## src/core/cnu_pkg.sv

```systemverilog
// Constants and types of the neutral unbalance status block
// What this block does
// - Condition code reads 0 normal, 1 start, 2 trip, 3 blocked.
// - Logical node code reads 1 on, 2 blocked, 3 test, 4 test/blocked, 5 off.
// - Unbalance current shown in 0.01 A, angle in 0.01 degree.
// - Remaining alarm time counts down in 5 ms steps, up to 1800 s.
// - Remaining trip time counts down in 5 ms steps while timing a trip.
// - Expected alarm and trip times shown, refreshed every program cycle.
// - Measured over alarm and trip set values shown as ratios, 0.01 steps.
// - Block input is sampled once at each program cycle start, before evaluation.
// - External block input is combined with the optional inrush harmonic block.
// - Pick-up without blocking raises start and begins operate timing.
// - Pick-up with blocking raises blocked and nothing further happens.
// - Blocking during start drops start and releases timers like a pick-up reset.
// - Blocking issues a display event and stamped event with current and type.
// - Inrush harmonic blocking enable, 0 off, 1 on, reset off.
// - With inrush enabled, harmonic ratio above the limit blocks the stage.
// - In stage forcing mode a software switch asserts blocking.
// - Alarm and trip timers use definite time delays.
// - Pick-up alone is not start; start only when no blocking is active.
package cnu_pkg;
    // Program cycle is also the display resolution of all times
    localparam int unsigned CLK_PERIOD_NS = 25;
    localparam int unsigned CYCLE_TIME_MS = 5;
    localparam int unsigned CYCLE_CLKS = CYCLE_TIME_MS * 1000000 / CLK_PERIOD_NS;
    localparam int unsigned MAX_TIME_S = 1800;
    localparam logic [18:0] MAX_TIME_CYC = 19'(MAX_TIME_S * 1000 / CYCLE_TIME_MS);
    localparam int TW = 19;
    localparam int VW = 16;
    localparam int RW = 17;
    localparam logic [23:0] RATIO_SCALE = 24'h64;
    localparam logic [RW-1:0] RATIO_UNITY = 17'h00064;
    localparam logic [RW-1:0] RATIO_MAX = 17'h1e848;
    // Register offsets
    localparam logic [7:0] REG_CTRL = 8'h00;
    localparam logic [7:0] REG_ISET_ALARM = 8'h04;
    localparam logic [7:0] REG_ISET_TRIP = 8'h08;
    localparam logic [7:0] REG_HARM_LIMIT = 8'h0c;
    localparam logic [7:0] REG_DELAY_ALARM = 8'h10;
    localparam logic [7:0] REG_DELAY_TRIP = 8'h14;
    localparam logic [7:0] REG_STATUS = 8'h18;
    localparam logic [7:0] REG_MEAS = 8'h1c;
    localparam logic [7:0] REG_REM_ALARM = 8'h20;
    localparam logic [7:0] REG_REM_TRIP = 8'h24;
    localparam logic [7:0] REG_EXP_ALARM = 8'h28;
    localparam logic [7:0] REG_EXP_TRIP = 8'h2c;
    localparam logic [7:0] REG_RATIO_ALARM = 8'h30;
    localparam logic [7:0] REG_RATIO_TRIP = 8'h34;
    localparam logic [7:0] REG_BLK_EVT = 8'h38;
    // Field positions
    localparam int CTRL_INRUSH_BIT = 0;
    localparam int CTRL_FORCE_EN_BIT = 1;
    localparam int CTRL_FORCE_BLK_BIT = 2;
    localparam int CTRL_LN_LSB = 4;
    localparam int ST_COND_LSB = 0;
    localparam int ST_LN_LSB = 4;
    localparam int ST_START_BIT = 8;
    localparam int ST_TRIP_BIT = 9;
    localparam int ST_BLOCKED_BIT = 10;
    localparam int ST_ALARM_BIT = 11;
    localparam int MEAS_ANG_LSB = 16;
    localparam int EVT_TYPE_LSB = 16;
    // Reset values
    localparam logic [VW-1:0] ISET_ALARM_RST = 16'h000a;
    localparam logic [VW-1:0] ISET_TRIP_RST = 16'h0014;
    localparam logic [VW-1:0] HARM_LIMIT_RST = 16'h0001;
    localparam logic [TW-1:0] DELAY_RST = 19'h003e8;
    // Condition and logical node codes
    localparam logic [1:0] COND_NORMAL = 2'h0;
    localparam logic [1:0] COND_START = 2'h1;
    localparam logic [1:0] COND_TRIP = 2'h2;
    localparam logic [1:0] COND_BLOCKED = 2'h3;
    localparam logic [2:0] LN_ON = 3'h1;
    localparam logic [2:0] LN_BLOCKED = 3'h2;
    localparam logic [2:0] LN_TEST = 3'h3;
    localparam logic [2:0] LN_TEST_BLK = 3'h4;
    localparam logic [2:0] LN_OFF = 3'h5;
    typedef enum logic [1:0] {ST_NORMAL, ST_START, ST_TRIP, ST_BLOCKED} cnu_state_t;
endpackage : cnu_pkg

```

## src/core/cnu_cycle_tick.sv

```systemverilog
// Program cycle divider producing a one-clock enable
`timescale 1ns/1ps
`default_nettype none
module cnu_cycle_tick #(
    parameter int unsigned CLKS = 200000
) (
    input wire logic pclk,
    input wire logic presetn,
    output logic tick
);
    logic [31:0] cnt_q;

    // Free running count, tick on the last clock of each cycle
    always_ff @(posedge pclk or negedge presetn) begin
        if (!presetn) begin
            cnt_q <= 32'h0;
        end else if (cnt_q >= 32'(CLKS - 1)) begin
            cnt_q <= 32'h0;
        end else begin
            cnt_q <= cnt_q + 32'h1;
        end
    end

    assign tick = (cnt_q >= 32'(CLKS - 1));
endmodule : cnu_cycle_tick
`default_nettype wire

```

## src/core/cnu_status.sv

```systemverilog
// Neutral unbalance stage status, blocking and definite time logic
`timescale 1ns/1ps
`default_nettype none
module cnu_status #(
    parameter int unsigned CYCLE_CLKS_P = cnu_pkg::CYCLE_CLKS
) (
    input wire logic pclk,
    input wire logic presetn,
    input wire logic [7:0] paddr,
    input wire logic psel,
    input wire logic penable,
    input wire logic pwrite,
    input wire logic [31:0] pwdata,
    output logic [31:0] prdata,
    output logic pready,
    output logic pslverr,
    input wire logic block_in,
    input wire logic [cnu_pkg::VW-1:0] unb_cur,
    input wire logic [cnu_pkg::VW-1:0] unb_ang,
    input wire logic [cnu_pkg::VW-1:0] harm_ratio,
    output logic sig_start,
    output logic sig_trip,
    output logic sig_blocked,
    output logic sig_alarm,
    output logic [1:0] cond,
    output logic [2:0] ln_mode,
    output logic disp_evt,
    output logic blk_evt,
    output logic [cnu_pkg::VW-1:0] blk_evt_cur,
    output logic [1:0] blk_evt_type,
    output logic [31:0] blk_evt_stamp
);
    import cnu_pkg::*;

    logic tick;
    logic eval_q;
    logic blk_smp_q;
    logic [VW-1:0] cur_q;
    logic [VW-1:0] ang_q;
    logic [VW-1:0] harm_q;
    logic inrush_en_q;
    logic force_en_q;
    logic force_blk_q;
    logic [2:0] ln_q;
    logic [VW-1:0] iset_a_q;
    logic [VW-1:0] iset_t_q;
    logic [VW-1:0] harm_lim_q;
    logic [TW-1:0] delay_a_q;
    logic [TW-1:0] delay_t_q;
    logic [RW-1:0] ratio_a_q;
    logic [RW-1:0] ratio_t_q;
    logic [TW-1:0] rem_a_q;
    logic [TW-1:0] rem_t_q;
    logic [TW-1:0] exp_a_q;
    logic [TW-1:0] exp_t_q;
    logic alarm_q;
    logic [31:0] stamp_q;
    logic [31:0] rdata_d;
    logic mapped;
    cnu_state_t state_q;
    cnu_state_t state_d;
    logic alarm_pick;
    logic trip_pick;
    logic pick;
    logic inrush_blk;
    logic forced_blk;
    logic ln_blk;
    logic ln_off;
    logic blk_now;
    logic act_q;
    logic act_d;
    logic wr_en;

    // Ratio of measured to set value in 0.01 units, saturated
    function automatic logic [RW-1:0] ratio_of(input logic [VW-1:0] m, input logic [VW-1:0] s);
        logic [23:0] q;
        q = (s == '0) ? 24'(RATIO_MAX) : (24'(m) * RATIO_SCALE) / 24'(s);
        return (q > 24'(RATIO_MAX)) ? RATIO_MAX : q[RW-1:0];
    endfunction : ratio_of

    cnu_cycle_tick #(
        .CLKS(CYCLE_CLKS_P)
    ) u_tick (
        .pclk(pclk),
        .presetn(presetn),
        .tick(tick)
    );

    // Sample inputs at cycle start; evaluation follows one clock later
    always_ff @(posedge pclk or negedge presetn) begin
        if (!presetn) begin
            eval_q <= 1'b0;
            blk_smp_q <= 1'b0;
            cur_q <= '0;
            ang_q <= '0;
            harm_q <= '0;
            ratio_a_q <= '0;
            ratio_t_q <= '0;
        end else begin
            eval_q <= tick;
            if (tick) begin
                blk_smp_q <= block_in;
                cur_q <= unb_cur;
                ang_q <= unb_ang;
                harm_q <= harm_ratio;
                ratio_a_q <= ratio_of(unb_cur, iset_a_q);
                ratio_t_q <= ratio_of(unb_cur, iset_t_q);
            end
        end
    end

    // Pick-up follows the ratios; it is not start by itself
    assign alarm_pick = (ratio_a_q >= RATIO_UNITY);
    assign trip_pick = (ratio_t_q >= RATIO_UNITY);
    assign pick = alarm_pick | trip_pick;

    // Blocking sources merged into one level
    assign inrush_blk = inrush_en_q && (harm_q > harm_lim_q);
    assign forced_blk = force_en_q && force_blk_q;
    assign ln_blk = (ln_q == LN_BLOCKED) || (ln_q == LN_TEST_BLK);
    assign ln_off = (ln_q == LN_OFF);
    assign blk_now = blk_smp_q | inrush_blk | forced_blk | ln_blk;

    // Next stage condition
    always_comb begin
        state_d = state_q;
        if (ln_off) begin
            state_d = ST_NORMAL;
        end else begin
            case (state_q)
                ST_NORMAL, ST_BLOCKED: begin
                    if (!pick) begin
                        state_d = ST_NORMAL;
                    end else if (blk_now) begin
                        state_d = ST_BLOCKED;
                    end else begin
                        state_d = ST_START;
                    end
                end
                ST_START: begin
                    if (!pick) begin
                        state_d = ST_NORMAL;
                    end else if (blk_now) begin
                        state_d = ST_BLOCKED;
                    end else if (trip_pick && rem_t_q <= 19'h1) begin
                        state_d = ST_TRIP;
                    end
                end
                ST_TRIP: begin
                    if (!pick) begin
                        state_d = ST_NORMAL;
                    end else if (blk_now) begin
                        state_d = ST_BLOCKED;
                    end else if (!trip_pick) begin
                        state_d = ST_START;
                    end
                end
                default: begin
                    state_d = ST_NORMAL;
                end
            endcase
        end
    end

    assign act_q = (state_q == ST_START) || (state_q == ST_TRIP);
    assign act_d = (state_d == ST_START) || (state_d == ST_TRIP);

    // Condition register, moves only on evaluation clocks
    always_ff @(posedge pclk or negedge presetn) begin
        if (!presetn) begin
            state_q <= ST_NORMAL;
        end else if (eval_q) begin
            state_q <= state_d;
        end
    end

    // Trip timer: load on start, reload when trip pick-up drops, clear on release
    always_ff @(posedge pclk or negedge presetn) begin
        if (!presetn) begin
            rem_t_q <= '0;
        end else if (eval_q) begin
            if (!act_d) begin
                rem_t_q <= '0;
            end else if (!act_q || !trip_pick) begin
                rem_t_q <= delay_t_q;
            end else if (rem_t_q != '0) begin
                rem_t_q <= rem_t_q - 19'h1;
            end
        end
    end

    // Alarm timer runs beside the trip timer on its own delay
    always_ff @(posedge pclk or negedge presetn) begin
        if (!presetn) begin
            rem_a_q <= '0;
            alarm_q <= 1'b0;
        end else if (eval_q) begin
            if (!act_d) begin
                rem_a_q <= '0;
                alarm_q <= 1'b0;
            end else if (!act_q || !alarm_pick) begin
                rem_a_q <= delay_a_q;
                alarm_q <= 1'b0;
            end else begin
                if (rem_a_q != '0) begin
                    rem_a_q <= rem_a_q - 19'h1;
                end
                if (rem_a_q <= 19'h1) begin
                    alarm_q <= 1'b1;
                end
            end
        end
    end

    // Only definite time exists, so expected times follow the delays each cycle
    always_ff @(posedge pclk or negedge presetn) begin
        if (!presetn) begin
            exp_a_q <= DELAY_RST;
            exp_t_q <= DELAY_RST;
        end else if (eval_q) begin
            exp_a_q <= delay_a_q;
            exp_t_q <= delay_t_q;
        end
    end

    // Cycle count used as the event time stamp
    always_ff @(posedge pclk or negedge presetn) begin
        if (!presetn) begin
            stamp_q <= 32'h0;
        end else if (tick) begin
            stamp_q <= stamp_q + 32'h1;
        end
    end

    // Blocking events carry current and which pick-ups were active
    always_ff @(posedge pclk or negedge presetn) begin
        if (!presetn) begin
            disp_evt <= 1'b0;
            blk_evt <= 1'b0;
            blk_evt_cur <= '0;
            blk_evt_type <= 2'h0;
            blk_evt_stamp <= 32'h0;
        end else begin
            disp_evt <= 1'b0;
            blk_evt <= 1'b0;
            if (eval_q && state_d == ST_BLOCKED && state_q != ST_BLOCKED) begin
                disp_evt <= 1'b1;
                blk_evt <= 1'b1;
                blk_evt_cur <= cur_q;
                blk_evt_type <= {trip_pick, alarm_pick};
                blk_evt_stamp <= stamp_q;
            end
        end
    end

    // Stage outputs and codes
    assign sig_start = act_q;
    assign sig_trip = (state_q == ST_TRIP);
    assign sig_blocked = (state_q == ST_BLOCKED);
    assign sig_alarm = alarm_q;
    assign cond = state_q;
    assign ln_mode = ln_q;

    // APB slave with zero wait states
    assign wr_en = psel && penable && pwrite;
    assign pready = 1'b1;
    assign pslverr = psel && penable && !mapped;

    // Settings written by software
    always_ff @(posedge pclk or negedge presetn) begin
        if (!presetn) begin
            inrush_en_q <= 1'b0;
            force_en_q <= 1'b0;
            force_blk_q <= 1'b0;
            ln_q <= LN_ON;
            iset_a_q <= ISET_ALARM_RST;
            iset_t_q <= ISET_TRIP_RST;
            harm_lim_q <= HARM_LIMIT_RST;
            delay_a_q <= DELAY_RST;
            delay_t_q <= DELAY_RST;
        end else if (wr_en) begin
            case (paddr)
                REG_CTRL: begin
                    inrush_en_q <= pwdata[CTRL_INRUSH_BIT];
                    force_en_q <= pwdata[CTRL_FORCE_EN_BIT];
                    force_blk_q <= pwdata[CTRL_FORCE_BLK_BIT];
                    // Codes outside 1..5 are ignored so the mode stays legal
                    if (pwdata[CTRL_LN_LSB +: 3] >= LN_ON && pwdata[CTRL_LN_LSB +: 3] <= LN_OFF) begin
                        ln_q <= pwdata[CTRL_LN_LSB +: 3];
                    end
                end
                REG_ISET_ALARM: iset_a_q <= pwdata[VW-1:0];
                REG_ISET_TRIP: iset_t_q <= pwdata[VW-1:0];
                REG_HARM_LIMIT: harm_lim_q <= pwdata[VW-1:0];
                REG_DELAY_ALARM: begin
                    delay_a_q <= (pwdata > 32'(MAX_TIME_CYC)) ? MAX_TIME_CYC : pwdata[TW-1:0];
                end
                REG_DELAY_TRIP: begin
                    delay_t_q <= (pwdata > 32'(MAX_TIME_CYC)) ? MAX_TIME_CYC : pwdata[TW-1:0];
                end
                default: begin
                end
            endcase
        end
    end

    // Read mux; unmapped addresses read zero and flag an error
    always_comb begin
        rdata_d = 32'h0;
        mapped = 1'b1;
        case (paddr)
            REG_CTRL: begin
                rdata_d[CTRL_INRUSH_BIT] = inrush_en_q;
                rdata_d[CTRL_FORCE_EN_BIT] = force_en_q;
                rdata_d[CTRL_FORCE_BLK_BIT] = force_blk_q;
                rdata_d[CTRL_LN_LSB +: 3] = ln_q;
            end
            REG_ISET_ALARM: rdata_d[VW-1:0] = iset_a_q;
            REG_ISET_TRIP: rdata_d[VW-1:0] = iset_t_q;
            REG_HARM_LIMIT: rdata_d[VW-1:0] = harm_lim_q;
            REG_DELAY_ALARM: rdata_d[TW-1:0] = delay_a_q;
            REG_DELAY_TRIP: rdata_d[TW-1:0] = delay_t_q;
            REG_STATUS: begin
                rdata_d[ST_COND_LSB +: 2] = state_q;
                rdata_d[ST_LN_LSB +: 3] = ln_q;
                rdata_d[ST_START_BIT] = sig_start;
                rdata_d[ST_TRIP_BIT] = sig_trip;
                rdata_d[ST_BLOCKED_BIT] = sig_blocked;
                rdata_d[ST_ALARM_BIT] = alarm_q;
            end
            REG_MEAS: rdata_d = {ang_q, cur_q};
            REG_REM_ALARM: rdata_d[TW-1:0] = rem_a_q;
            REG_REM_TRIP: rdata_d[TW-1:0] = rem_t_q;
            REG_EXP_ALARM: rdata_d[TW-1:0] = exp_a_q;
            REG_EXP_TRIP: rdata_d[TW-1:0] = exp_t_q;
            REG_RATIO_ALARM: rdata_d[RW-1:0] = ratio_a_q;
            REG_RATIO_TRIP: rdata_d[RW-1:0] = ratio_t_q;
            REG_BLK_EVT: begin
                rdata_d[VW-1:0] = blk_evt_cur;
                rdata_d[EVT_TYPE_LSB +: 2] = blk_evt_type;
            end
            default: mapped = 1'b0;
        endcase
    end

    // Read data is captured in the setup phase so it is a flop in the access phase
    always_ff @(posedge pclk or negedge presetn) begin
        if (!presetn) begin
            prdata <= 32'h0;
        end else if (psel && !penable && !pwrite) begin
            prdata <= rdata_d;
        end
    end
endmodule : cnu_status
`default_nettype wire

```

## config.mk

```make
export PLATFORM = sky130hd
export DESIGN_NAME = cnu_status
export DESIGN_NICKNAME = d
export VERILOG_FILES = /design/src/core/cnu_pkg.sv /design/src/core/cnu_cycle_tick.sv /design/src/core/cnu_status.sv
export SDC_FILE = /design/constraint.sdc
export NUM_CORES = 2
export LEC_CHECK = 0
export CORE_MARGIN = 2
export CORE_UTILIZATION = 50
export CTS_CLUSTER_DIAMETER = 50
export CTS_CLUSTER_SIZE = 10
export DETAILED_ROUTE_END_ITERATION = 10
export DONT_BUFFER_PORTS = 1
export PLACE_DENSITY_LB_ADDON = 0.2
export SLEW_MARGIN = 40
export SYNTH_ARGS = -nofsm -noshare
export SYNTH_HDL_FRONTEND = slang
export SYNTH_SLANG_ARGS = --single-unit
export TNS_END_PERCENT = 50
```

## constraint.sdc

```tcl
create_clock -name pclk -period 78.7 [get_ports pclk]
set_input_delay 7.87 -clock pclk [delete_from_list [all_inputs] [get_ports pclk]]
set_output_delay 7.87 -clock pclk [all_outputs]
set_load 0.01 [all_outputs]
```

# After elaboration in Yosys (flattened, before gate mapping)

Cells that the tools add are included.

Register bits after elaboration: 402
Input bits: 94
Output and inout port bits: 95
Word-level logic and storage cells: 157

Reductions and logical operators: 41
$add $sub $neg: 4
Muxes and demuxes: 38
$mul: 1
Order comparisons: 11
Bitwise logic cells: 4
Equal/unequal tests: 27
Div/mod/pow operators: 2

Operators by type and width:

| cell                    | count |
|---|---|
| $mux W19                | 7 |
| $add A32 B1 Y32 const B | 2 |
| $eq A8 B6 Y1 const B    | 7 |
| $pmux W4 S14            | 1 |
| $pmux W4 S13            | 1 |
| $div A23 B16 Y24        | 2 |
| $gt A24 B17 Y1 const B  | 2 |
| $mux W24                | 2 |
| $pmux W3 S14            | 1 |
| $le A19 B1 Y1 const B   | 2 |
| $reduce_bool A19 Y1     | 2 |
| $sub A19 B1 Y19 const B | 2 |
| $ge A17 B7 Y1 const B   | 2 |
| $mux W17                | 2 |
| $eq A8 B5 Y1 const B    | 4 |
| $ge A32 B18 Y1 const B  | 1 |
| $gt A32 B19 Y1 const B  | 1 |
| $logic_not A16 Y1       | 2 |
| $mux W32                | 1 |
| $pmux W2 S15            | 1 |
| $pmux W1 S13            | 2 |
| $mul A16 B5 Y21 const B | 1 |
| $mux W2                 | 9 |
| $reduce_and A2 Y1       | 9 |
| other kinds (27)        | 62 |

# Depth between registers and ports, before layout

Word-level depth: 13
Gate-level depth with buffers: 302
Gate-level depth less buffers: 277

# Modules after synthesis

A second synthesis with hierarchy kept.

Cell total of the unflattened synthesis: 6149
Area total of the unflattened synthesis: 49178.4 um^2

By module, submodules not included:

| module         | cells an instance | times used | area each (um^2) | seq. area each (um^2) |
|---|---|---|---|---|
| cnu_status     | 6032              | 1          | 47782.1          | 9296.4 |
| cnu_cycle_tick | 117               | 1          | 1396.3           | 800.8 |

# Worst setup path after synthesis

Ideal clock, no wire load.

Path type: input port to flip-flop
Start: input unb_cur[6] (netlist name)
End: register ratio_t_q[0]
Arrival time: 67.025 ns
Path slack: 11.530 ns
Required time: 78.555 ns
Buffers on the path: 26
Stages on the path: 285
Setup time: 0.145 ns
Cells stage by stage: ha_1 -> ha_1 -> inv_1 -> fa_1 -> inv_1 -> ha_1 -> buf_6 -> a21oi_2 -> o21ai_0 -> a211o_1 -> a2111oi_4 -> nand2_2 -> nor4b_2 -> a21o_1 -> nor2_1 -> ha_1 -> o21a_1 -> nor2_1 -> [249 not listed] -> nand2_1 -> nor4_1 -> a21oi_1 -> nor3_4 -> buf_2 -> mux2_1 -> ha_1 -> a21o_1 -> a21oi_1 -> nor2b_1 -> o21ai_0 -> nand2b_1 -> a21oi_1 -> nor2b_1 -> o21ai_0 -> nand3_1 -> a221oi_1 -> a41oi_1

Word-level cells in the longest chain between the ends: 5

Ends and longest elaborated chain:

| item                 | line              | text |
|---|---|---|
| from (decl)          | cnu_status.sv:18  | `input wire logic [cnu_pkg::VW-1:0] unb_cur,` |
| $mul A16 B5 Y21 *    | cnu_status.sv:77  | `q = (s == '0) ? 24'(RATIO_MAX) : (24'(m) * RATIO_SCALE) / 24'(s);` |
| $div A23 B16 Y24 *   | cnu_status.sv:77  |  |
| $mux W24 *           | cnu_status.sv:77  |  |
| $gt A24 B17 Y1       | cnu_status.sv:78  | `return (q > 24'(RATIO_MAX)) ? RATIO_MAX : q[RW-1:0];` |
| $mux W17 *           | cnu_status.sv:78  |  |
| to (signal assigned) | cnu_status.sv:107 | `ratio_t_q <= ratio_of(unb_cur, iset_t_q);` |
| to (decl)            | cnu_status.sv:51  | `logic [RW-1:0] ratio_t_q;` |

Every way passes the cells marked *; elsewhere a longest branch is shown, timed or not.
A chain may end at the register's enable or synchronous reset.

# Worst setup path after layout

Start: input unb_cur[0] (netlist name)
End: register ratio_a_q[0]

Word-level cells in the longest chain between the ends: 5

Ends and longest elaborated chain:

| item                 | line              | text |
|---|---|---|
| $mul A16 B5 Y21 *    | cnu_status.sv:77  |  |
| $div A23 B16 Y24 *   | cnu_status.sv:77  |  |
| $mux W24 *           | cnu_status.sv:77  |  |
| $gt A24 B17 Y1       | cnu_status.sv:78  |  |
| $mux W17 *           | cnu_status.sv:78  |  |
| to (signal assigned) | cnu_status.sv:106 | `ratio_a_q <= ratio_of(unb_cur, iset_a_q);` |
| to (decl)            | cnu_status.sv:50  | `logic [RW-1:0] ratio_a_q;` |

Marks and branches as above.

==> reports/metrics.csv <==
stage,metric,value,unit
sta,RSZ-0062 raised after global routing,false,
sta,Final Setup Violations,0,
cells_and_area,most frequent cells in the layout,"797 x nand2_1, 605 x ha_1, 569 x nor2_1",
critical_path,Worst Path Arrival,73.99,ns
critical_path,max incr delay on CP,0.71,ns
die,IO Count,189,
synth,Synth Area in Compound Gates,25.1,%
sta,Worst slew margin,-35.5,%
grt,vias in the first global route,44986,
synth,dominant synthesized flop cell,dfrtp_1,
clock_tree,hold buffers post-CTS,0,
critical_path,crit end category,register,
sta,Tcrit/Tclk final,93.4,%
cells_and_area,fin nets,6824,
synth,Yosys reg bits,402,
sta,Max Slew Vio Count,258,
sta,post-route setup TNS,0,ns
drt,Routed Antenna Nets,0,
place,port bufs,0,
clock_tree,clock buffer count from CTS,58,
critical_path,WS Path Type,in -> reg,
sta,final hold slack,0.467,ns
sta,Max Clock Skew,0.0497,ns
critical_path,Worst EP required,79.21,ns
synth,synthesized area per cell,7.85,sq um
clock_tree,clock root buffer,clkbuf_16,
synth,Post-Synth Adder-Cell Area,16.2,%
drt,1st-iter DRT viols,4576,
drt,Routed Wire Length,174,mm
die,die area,99000,sq um
place,DP Wirelength,135,mm
clock_tree,clk sinks,402,
grt,initial antenna violation count,7,
sta,setup slack after layout,5.22,ns
clock_tree,H-Tree Depth,2,
drt,# DRC,0,
drt,1st-pass router iterations,8,
critical_path,worst-path maximum fanout,29,
cells_and_area,"commonest non-fill, non-tap cell in the layout",nand2_1,
critical_path,CP Launch Type,primary input,
synth,post-synthesis simple-gate area fraction,22.7,%
cells_and_area,filler instances,9091,
critical_path,Critical Path End,ratio_a_q[0]$_DFFE_PN0N_,
cells_and_area,area of the multi-input gates,36800,sq um
sta,Slew @ Worst Pin,2.03,ns
drt,WL/cell,23.4,microns
die,Die Width,315,microns
run,# Max-Cap Violations,0,
die,Initial Utilization,50.6,%
outcome,status,finished with violations,
die,die height,315,microns
synth,"EDFF count, synth",0,
synth,post-synthesis mux area share,6.18,%
critical_path,slowest CP cell,a311oi_4,
grt,first-pass GRT wire length,266,mm
die,FP Rows,113,
synth,combinational family with the most area after synthesis,compound AO/OA/AOI/OAI gates,
hold_path,worst min path class,reg -> reg,
cells_and_area,Layout area overhead,7.55,%
place,dpl ws,4.74,ns
synth,cell count after synthesis,6147,
grt,largest net degree at the start of global routing,403,
cells_and_area,FF/Latch Area,10100,sq um
clock_tree,CTS max path bufs,3,
synth,"Seq/Total Area, Yosys",20.9,%
critical_path,R2R cell count,243,
synth,async set-reset flop share out of synthesis,100,%
cells_and_area,layout cells sized above 1,9.58,%
clock_tree,Worst-Skew Late Latency,0.65,ns
sta,final hold vios,0,
grt,GRT Util Overall,34.3,%
synth,"Distinct cells, synth",113,
sta,fin crit period,73.48,ns
outcome,failing checks,max-slew violations,
critical_path,reg2reg end,ratio_a_q[0]$_DFFE_PN0N_,
drt,Vias/cell,6.43,
clock_tree,clk slew on worst S/H paths,0.06,ns
grt,total global routing overflow,0,
synth,post-synthesis xor/xnor area fraction,5.57,%
synth,Syn. warnings,0,
critical_path,RR Startpoint,iset_a_q[13]$_DFFE_PN0P_,
synth,Synth Cell Area,48200,sq um
sta,achievable frequency,13.6,MHz
drt,DR vias,47748,
critical_path,R2R Setup Slk,13.15,ns
critical_path,crit path from,unb_cur[0],
clock_tree,CTS tree,built,
place,gp weighted congestion,1.02,
die,core area,95300,sq um
==> final cells by class <==
| cell class | instances | area share [%] |
|---|---|---|
| tap | 1265 | 3.05 |
| clock inverter | 21 | 0.502 |
| timing repair buffer | 90 | 1.34 |
| sequential | 402 | 19.5 |
| multi-input combinational | 5346 | 70.9 |
| antenna | 1 | 0.00482 |
| inverter | 214 | 1.55 |
| clock buffer | 88 | 3.17 |
==> worst min path at each step <==
stage	from	end	slack, ns	cells after the start
after global placement	ang_q[3]$_DFFE_PN0N_	ang_q[3]$_DFFE_PN0N_	0.45	2
after floorplan	ang_q[10]$_DFFE_PN0N_	ang_q[10]$_DFFE_PN0N_	0.44	2
after CTS	ang_q[13]$_DFFE_PN0N_	ang_q[13]$_DFFE_PN0N_	0.47	2
after global routing	ang_q[12]$_DFFE_PN0N_	ang_q[12]$_DFFE_PN0N_	0.49	2
final	ang_q[5]$_DFFE_PN0N_	ang_q[5]$_DFFE_PN0N_	0.47	2
after detailed placement	ang_q[13]$_DFFE_PN0N_	ang_q[13]$_DFFE_PN0N_	0.45	2
==> flip-flops by register name (all words and copies together), names as in the netlist, 2 cells and up <==
signal and flops:
blk_evt_cur 16, prdata 32, rem_a_q 19, ratio_t_q 17, exp_a_q 19, harm_lim_q 16
blk_evt_stamp 32, exp_t_q 19, stamp_q 32, cur_q 16, iset_t_q 16, delay_a_q 19
ang_q 16, rem_t_q 19, ln_mode 3, harm_q 16, ratio_a_q 17, iset_a_q 16
cond 2, blk_evt_type 2, u_tick.cnt_q 32, delay_t_q 19
==> critical path, delay by kind of cell <==
family	cells	cell delay, ns
multiplexers	6	2.15
AND/OR/NAND/NOR	59	15.18
adder cells (fa/ha/maj)	28	8.42
buffers and inverters	12	2.29
AO/OA/AOI/OAI	146	37.92
==> Yosys cell counts (all sizes together), types with 24 or more instances <==
cell type  number  area [sq um]
inv           211           792
or4            29           218
xnor2         211          1850
a21boi         35           263
mux2i          32           320
ha            605          7570
a21oi         363          1840
a31oi          65           407
nand3         138           701
buf            32           159
clkbuf        166           623
a222oi         24           240
dfrtp         372          9310
and3           38           243
nor2b          60           375
nor2          572          2150
nand2b         63           394
nor4           61           400
nand2         801          3020
o21ai         419          2100
and2           48           300
nor3          252          1290
or3            54           338
nand4          74           463
mux2          236          2660
o21a          228          1710
or2            59           369
a211oi         44           355
a21o          148          1110
o211ai         53           398
dfstp          30           788
o31ai          80           606
a22oi          75           573
xor2           96           841
==> metrics by stage <==
| stage | util (%) | cells | area (sq um) |
|---|---|---|---|
| finish | 54.5 | 7427 | 51900 |
| global route | 54.4 | 7426 | 51900 |
| CTS | 54.3 | 7417 | 51800 |
| detailed placement | 52.3 | 7308 | 49800 |
| global placement | 52.3 | 7307 | 49800 |
| floorplan | - | 6160 | 48300 |
==> layer usage <==
layer,GRT usage (%),wire length (microns),up-vias
met5,0,33,-
met4,14.7,8490,4
met3,6.64,16300,381
met2,53.4,74700,1921
met1,46.1,74000,22745
li1,-,-,22697
==> what timing repair did <==
| action | in CTS | in global routing |
|---|---|---|
| gates resized for setup | 0 | 3 |
| buffers inserted | 0 | 9 |
| endpoints found under the setup margin | 0 | 2 |
==> logic make-up (layout without fill, tap and decap cells) <==
| group | after synthesis | in the layout |
|---|---|---|
| adders and majority gates | 619 | 619 |
| AOI/OAI and AO/OA | 1807 | 1807 |
| and+or+nand+nor | 2330 | 2330 |
| buffers and inverters | 412 | 413 |
| other | 2 | 16 |
| muxes | 268 | 268 |
| DFF | 402 | 402 |
| xor gates and xnor gates | 307 | 307 |
Power is not shown: default switching activity piles up to over one toggle a cycle in this logic, so the estimate is an artifact.
